$ cat src/core/dtw_pkg.sv
// Package of constants and types for the tuning write port
package dtw_pkg;
    localparam int DATA_W = 16;
    localparam int SEL_W = 3;
    localparam int FREQ_W = 32;
    localparam int PHASE_W = 12;
    localparam int N_FREQ = 2;
    localparam int N_PHASE = 4;
    localparam int ACC_W = 32;
    localparam int LUT_W = 12;
    // Register select codes
    localparam logic [2:0] SEL_FREQ0_LO = 3'h0;
    localparam logic [2:0] SEL_FREQ0_HI = 3'h1;
    localparam logic [2:0] SEL_FREQ1_LO = 3'h2;
    localparam logic [2:0] SEL_FREQ1_HI = 3'h3;
    localparam logic [2:0] SEL_PHASE0 = 3'h4;
    // Field positions
    localparam int PHASE_MSB = 11;
    localparam int LO_HALF_LSB = 0;
    localparam int HI_HALF_LSB = 16;
    localparam int LUT_LSB = 20;
    // Reset values
    localparam logic [31:0] FREQ_RST = 32'h0000_0000;
    localparam logic [11:0] PHASE_RST = 12'h000;
    localparam logic [31:0] ACC_RST = 32'h0000_0000;
    localparam logic [11:0] ADDR_RST = 12'h000;

    typedef struct packed {
        logic [2:0] sel;
        logic [15:0] data;
    } dtw_write_s;
endpackage : dtw_pkg

$ cat src/core/dtw_tuning_port.sv
// Tuning register write port and phase accumulator of the oscillator
// Overview of operation
// - Data and register select are captured at the first clock rising edge after the write strobe rises.
// - Captured word moves into its destination on a later clock edge.
// - Destination updates on the second clock edge following the strobe rise.
// - Select 0-3 hit frequency word halves, 4-7 hit phase offsets 0-3.
// - Two 32-bit frequency words; tuning_word_sel chooses between them.
// - Phase offsets take data bits 11:0; upper bits ignored.
// - Offset select bits pick one of four phase offsets.
// - Selected offset is added to accumulator output to form table address.
// - Offset select bits are sampled every clock rising edge.
// - Sleep low halts the accumulator and disables the output stage.
// - Accumulator reset low forces the phase accumulator to zero.
// - tuning_word_sel is sampled every clock rising edge.
// - 32-bit accumulator adds the selected frequency word each cycle.
// - Top 12 accumulator bits plus offset address the sine table.
`timescale 1ns/1ps
module dtw_tuning_port #(
    parameter int FREQ_W = dtw_pkg::FREQ_W,
    parameter int PHASE_W = dtw_pkg::PHASE_W
) (
    input wire logic sys_clk_i,
    input wire logic resetn_i,
    input wire logic [15:0] host_data_bus_i,
    input wire logic [2:0] reg_select_i,
    input wire logic write_n_i,
    input wire logic tuning_word_sel_i,
    input wire logic offset_sel_bit0_i,
    input wire logic offset_sel_bit1_i,
    input wire logic sleep_n_i,
    input wire logic acc_reset_n_i,
    output logic [31:0] phase_acc_o,
    output logic [11:0] lut_addr_o,
    output logic out_enable_o
);
    // Write capture group
    logic write_n_q;
    logic write_n_d;
    logic pend_q;
    logic pend_d;
    dtw_pkg::dtw_write_s hold_q;
    dtw_pkg::dtw_write_s hold_d;

    always_comb
    begin
        write_n_d = write_n_i;
        pend_d = 1'b0;
        hold_d = hold_q;
        if (!write_n_q && write_n_i)
        begin
            hold_d.sel = reg_select_i;
            hold_d.data = host_data_bus_i;
            pend_d = 1'b1;
        end
    end

    always_ff @(posedge sys_clk_i)
    begin
        if (!resetn_i)
        begin
            write_n_q <= 1'b1;
            pend_q <= 1'b0;
            hold_q <= '0;
        end
        else
        begin
            write_n_q <= write_n_d;
            pend_q <= pend_d;
            hold_q <= hold_d;
        end
    end

    // Tuning register group
    localparam int N_F = dtw_pkg::N_FREQ;
    localparam int N_P = dtw_pkg::N_PHASE;
    localparam int HALF_W = dtw_pkg::DATA_W;
    logic [N_F-1:0][FREQ_W-1:0] freq_q;
    logic [N_P-1:0][PHASE_W-1:0] phase_q;
    logic [(2*N_F)-1:0] half_we;
    logic [N_P-1:0] phase_we;

    // One load strobe per destination; commit waits one edge after capture and loads one 16-bit half of a frequency word at a time
    always_comb
    begin
        half_we = '0;
        phase_we = '0;
        if (pend_q)
        begin
            case (hold_q.sel)
                dtw_pkg::SEL_FREQ0_LO,
                dtw_pkg::SEL_FREQ0_HI,
                dtw_pkg::SEL_FREQ1_LO,
                dtw_pkg::SEL_FREQ1_HI:
                begin
                    half_we[hold_q.sel[1:0]] = 1'b1;
                end
                default:
                begin
                    phase_we[hold_q.sel[1:0]] = 1'b1;
                end
            endcase
        end
    end

    // Halves load independently, so between the two writes a word mixes old and new halves
    for (genvar g = 0; g < N_F; g++)
    begin : g_freq
        logic [FREQ_W-1:0] word_q;
        logic [FREQ_W-1:0] word_d;

        always_comb
        begin
            word_d = word_q;
            if (half_we[2 * g])
            begin
                word_d[dtw_pkg::LO_HALF_LSB +: HALF_W] = hold_q.data;
            end
            if (half_we[(2 * g) + 1])
            begin
                word_d[dtw_pkg::HI_HALF_LSB +: HALF_W] = hold_q.data;
            end
        end

        always_ff @(posedge sys_clk_i)
        begin
            if (!resetn_i)
            begin
                word_q <= dtw_pkg::FREQ_RST;
            end
            else
            begin
                word_q <= word_d;
            end
        end

        assign freq_q[g] = word_q;
    end : g_freq

    for (genvar g = 0; g < N_P; g++)
    begin : g_phase
        logic [PHASE_W-1:0] offs_q;
        logic [PHASE_W-1:0] offs_d;

        always_comb
        begin
            offs_d = offs_q;
            if (phase_we[g])
            begin
                // Top nibble of the bus is don't-care for offsets
                offs_d = hold_q.data[dtw_pkg::PHASE_MSB:0];
            end
        end

        always_ff @(posedge sys_clk_i)
        begin
            if (!resetn_i)
            begin
                offs_q <= dtw_pkg::PHASE_RST;
            end
            else
            begin
                offs_q <= offs_d;
            end
        end

        assign phase_q[g] = offs_q;
    end : g_phase

    // Select sampling and accumulator group
    logic fsel_q;
    logic fsel_d;
    logic [1:0] psel_q;
    logic [1:0] psel_d;
    logic [31:0] acc_q;
    logic [31:0] acc_d;
    logic [11:0] addr_q;
    logic [11:0] addr_d;
    logic oen_q;
    logic oen_d;

    always_comb
    begin
        fsel_d = tuning_word_sel_i;
        psel_d = {offset_sel_bit1_i, offset_sel_bit0_i};
        oen_d = sleep_n_i;
        acc_d = acc_q;
        addr_d = addr_q;
        if (!acc_reset_n_i)
        begin
            acc_d = dtw_pkg::ACC_RST;
        end
        else if (sleep_n_i)
        begin
            // Plain 32-bit add drops the carry, giving a continuous wrap
            acc_d = acc_q + freq_q[fsel_q];
        end
        if (sleep_n_i)
        begin
            addr_d = acc_q[31:dtw_pkg::LUT_LSB] + phase_q[psel_q];
        end
    end

    always_ff @(posedge sys_clk_i)
    begin
        if (!resetn_i)
        begin
            fsel_q <= 1'b0;
            psel_q <= 2'h0;
            acc_q <= dtw_pkg::ACC_RST;
            addr_q <= dtw_pkg::ADDR_RST;
            oen_q <= 1'b0;
        end
        else
        begin
            fsel_q <= fsel_d;
            psel_q <= psel_d;
            acc_q <= acc_d;
            addr_q <= addr_d;
            oen_q <= oen_d;
        end
    end

    assign phase_acc_o = acc_q;
    assign lut_addr_o = addr_q;
    assign out_enable_o = oen_q;
endmodule : dtw_tuning_port

$ cat config.mk
export PLATFORM = sky130hd
export DESIGN_NAME = dtw_tuning_port
export DESIGN_NICKNAME = d
export VERILOG_FILES = /design/src/core/dtw_pkg.sv /design/src/core/dtw_tuning_port.sv
export SDC_FILE = /design/constraint.sdc
export NUM_CORES = 1
export LEC_CHECK = 0
export ABC_CLOCK_PERIOD_IN_PS = 3900
export BUFFER_PORTS_ARGS = -buffer_cell sky130_fd_sc_hd__buf_4
export CAP_MARGIN = 20
export CORE_UTILIZATION = 46
export DETAILED_ROUTE_END_ITERATION = 7
export PLACE_DENSITY_LB_ADDON = 0.1
export SYNTH_ARGS = -nofsm -noshare
export SYNTH_HDL_FRONTEND = slang
export SYNTH_SLANG_ARGS = --single-unit
$ cat constraint.sdc
create_clock -name sys_clk_i -period 3.9 [get_ports sys_clk_i]
set_clock_uncertainty 0.15 [all_clocks]
set_input_delay 0.195 -clock sys_clk_i [delete_from_list [all_inputs] [get_ports sys_clk_i]]
set_output_delay 0.195 -clock sys_clk_i [all_outputs]
set_load 0.005 [all_outputs]
==> flow_summary_export.csv <==
group,metric,value,unit
cts,ctsHoldBuffers,23,
pwr,p_total,0.003831,W
logic_synthesis,yosys.area.top_type_share,38.64,%
logic_synthesis,yosys.area_share.xor_xnor,2.896,%
setup_path,cp_max_fo,10,
cts,postCtsSetupRepairBufs,0,
min_path,whs_path_depth,2,
logic_synthesis,synthAdderAreaFrac,6.031,%
pwr,ir_drop,0.2996,mV
logic_synthesis,netlist_area,0.009376,mm^2
timing,rsz0062_at_grt,"no",
setup_path,reg2regPathDepth,11,
place,postPlaceCellArea,0.01007,mm^2
setup_path,startpoint_type,"register",
cts,cts_tree,"yes",
logic_synthesis,synth-edff-count,0,
logic_synthesis,synth_seq_cells,181,
place,dp_hpwl,17360,um
cts,clk_latency,0.44,ns
cts,cts-resized-gates,0,
job,cap_violations,0,
cts,h-tree-depth,4,
drt,antenna_left,0,
timing,finalCritPeriodShare,88.45,%
drt,drc,0,
layout,insertedDiodeCount,0,
timing,hold_violations,0,
drt,viasPerCell,5.386,
grt,grt_max_degree,112,
grt,overflow,0,
layout,area_delta_synth_final,16.29,%
logic_synthesis,synth_fp_nets,1185,
setup_path,worst-endpoint-required,4.05,ns
timing,fmax,289.9,MHz
min_path,hp-class,"in -> reg",
layout,post-route-util,55.30,%
floorplan,start_util,47.55,%
floorplan,core.rowCount,51,
logic_synthesis,syn_inst,1114,
layout,final_common_cell,"nand2_1",
setup_path,cp_slowest_cell,"dfxtp_1",
logic_synthesis,synth_cell_types,56,
setup_path,cp-end-kind,"register",
cts,clk_pin_slew,0.07,ns
setup_path,cp_cell_sequence,"buf_4 > mux2_2 > ha_1 > a21oi_1 > o21ai_0 > o21ai_0 > a21oi_1 > nor4_1 > mux2i_1 > a21oi_1 > nor3b_2",
setup_path,reg2reg_from,"fsel_q",
place,place_inst,1393,
layout,instances_no_fill,1448,
setup_path,cpLargestDelayFamily,"compound AO/OA/AOI/OAI gates",
drt,first_iter_violations,465,
setup_path,path_buf_inv,1,
logic_synthesis,yosysWarnings,0,
floorplan,ios,72,
logic_synthesis,async_flop_share,0,%
timing,drv_slew,0,
layout,final_area,0.01090,mm^2
place,gp_congestion,0.8939,
floorplan,core_area,0.01972,mm^2
logic_synthesis,synth_compound_area_share,21.87,%
layout,drive_above_1_share,14.54,%
grt,antenna_found_initial,0,
logic_synthesis,muxShareOfSynthArea,8.540,%
logic_synthesis,synth_flop_cell,"dfxtp_1",
layout,fillers,1858,
drt,firstDrtPassIters,5,
cts,cts-root-buf,"clkbuf_16",
floorplan,dieWidth,144.8,um
drt,wl_per_cell,17.24,um
floorplan,die-area,0.02096,mm^2
layout,register_area,0.003623,mm^2
logic_synthesis,ys_seq_area_share,38.64,%
place,port_buffers,71,
layout,final_cell_mix,"314 x nand2_1, 181 x dfxtp_1, 131 x a21boi_0",
setup_path,rrSetupSlack,0.45,ns
setup_path,path_class,"reg -> reg",
pwr,leakagePower,4.149,nW
grt,grt_pass1_vias,7223,
drt,via_count,7799,
timing,max_slew.worst_pin.slew,1.067,ns
timing,setup_violations,0,
outcome,status,"finished, final reports clean",
layout,multiInputGateArea,0.005448,mm^2
logic_synthesis,synth_top_family_by_area,"compound AO/OA/AOI/OAI gates",
grt,grt_pass1_wl,39190,um
layout,fin_nets,1241,
timing,finalCriticalPeriod,3.449,ns
pwr,power.density,351.4,mW/mm^2
logic_synthesis,synth_largest_area_cell,"dfxtp_1",
setup_path,worstPathArrival,3.59,ns
timing,tns,0,ns
drt,drt_wl_total,24960,um
min_path,worstHoldStart,"resetn_i",
cts,numCtsBuffers,17,
setup_path,crit_top_cell,"a21oi_1",
floorplan,die_y,144.8,um
min_path,worst_hold_path.endpoint,"lut_addr_o[7]",
setup_path,critical-path-max-stage-delay,0.55,ns
logic_synthesis,avgSynthCellArea,8.417,um^2
timing,slew-limit-headroom,28.59,%
setup_path,timing.rr.end,"phase_acc_o[31]",
logic_synthesis,ys_top_cells_by_area,"dfxtp_1 39%, nand2_1 13%, a21boi_0 10%",
logic_synthesis,yosys.area_share.simple,18.76,%
cts,cts_sinks,181,
cts,cts.path.max_buffers,2,
grt,grt.total_usage,24.86,%
-- flip-flops by register name, indices dropped and copies added, names as in the netlist --
signal          cells
psel_q              2
pend_q              1
g_phase.offs_q     48
write_n_q           1
g_freq.word_q      64
hold_q             19
phase_acc_o        32
lut_addr_o         12
fsel_q              1
out_enable_o        1
-- power by group --
group | total, W | internal, W | switching [W]
clock network | 0.00179 | 0.000982 | 0.000805
logic | 0.000156 | 0.0000802 | 0.0000763
registers | 0.00189 | 0.00186 | 0.0000287
-- cell usage after synthesis (all sizes together) (3+ instances only) --
cell and instances:
and2 9, ha 42, mux2 32, mux4 12, a21oi 43, clkbuf 60, inv 13, xnor2 20
a211oi 13, o21a 11, xor2 11, nand4 7, mux2i 17, and3 4, o21ai 44, nor4 3
a21boi 133, a21o 10, nand3 11, nor2b 14, dfxtp 181, o21bai 6, nand2b 7, nand2 314
o211ai 3, buf 7, nor2 45, nor3 11, a31oi 6
-- per-layer routing --
layer | track usage [%] | part of all wire, % | vias to the layer above
met4 | 7.535 | 1.4 | 0
li1 | - | - | 3962
met3 | 3.949 | 4.5 | 18
met2 | 38.77 | 44 | 160
met1 | 35.07 | 50 | 3659
met5 | 0 | 0 | -
-- per-stage QoR --
step / hold WS (ns) / worst slack (ns)
detailed placement: 0.2517 / 0.4650
floorplan: 0.1465 / 0.5035
finish: 0.05884 / 0.4505
CTS: 0.06361 / 0.4479
global placement: 0.2453 / 0.5177
global route: 0.06750 / 0.2108
-- cell families after synthesis --
kind of cell	after synthesis
simple gates	428
compound gates	289
flops	181
buf+inv	80
mux	61
fa+ha+maj	44
xor+xnor	31
-- worst max-delay path by stage --
stage          cells past startpoint    from               to
3_5_place_dp                      11  fsel_q  phase_acc_o[24]
4_1_cts                           11  fsel_q  phase_acc_o[24]
5_1_grt                           11  fsel_q  phase_acc_o[31]
6_report                          11  fsel_q  phase_acc_o[31]
3_3_place_gp                      11  fsel_q  phase_acc_o[24]
2_1_floorplan                     13  fsel_q  phase_acc_o[24]
-- area by class of cell --
cell class,instances,area share [%]
Clock inverter,14,1.538
Clock buffer,18,4.028
Multi-Input combinational cell,853,49.96
Inverter,13,0.4475
Timing Repair Buffer,104,7.757
Sequential cell,181,33.23
Tap cell,265,3.041
No activity file was read; power rests on OpenSTA's default activity.
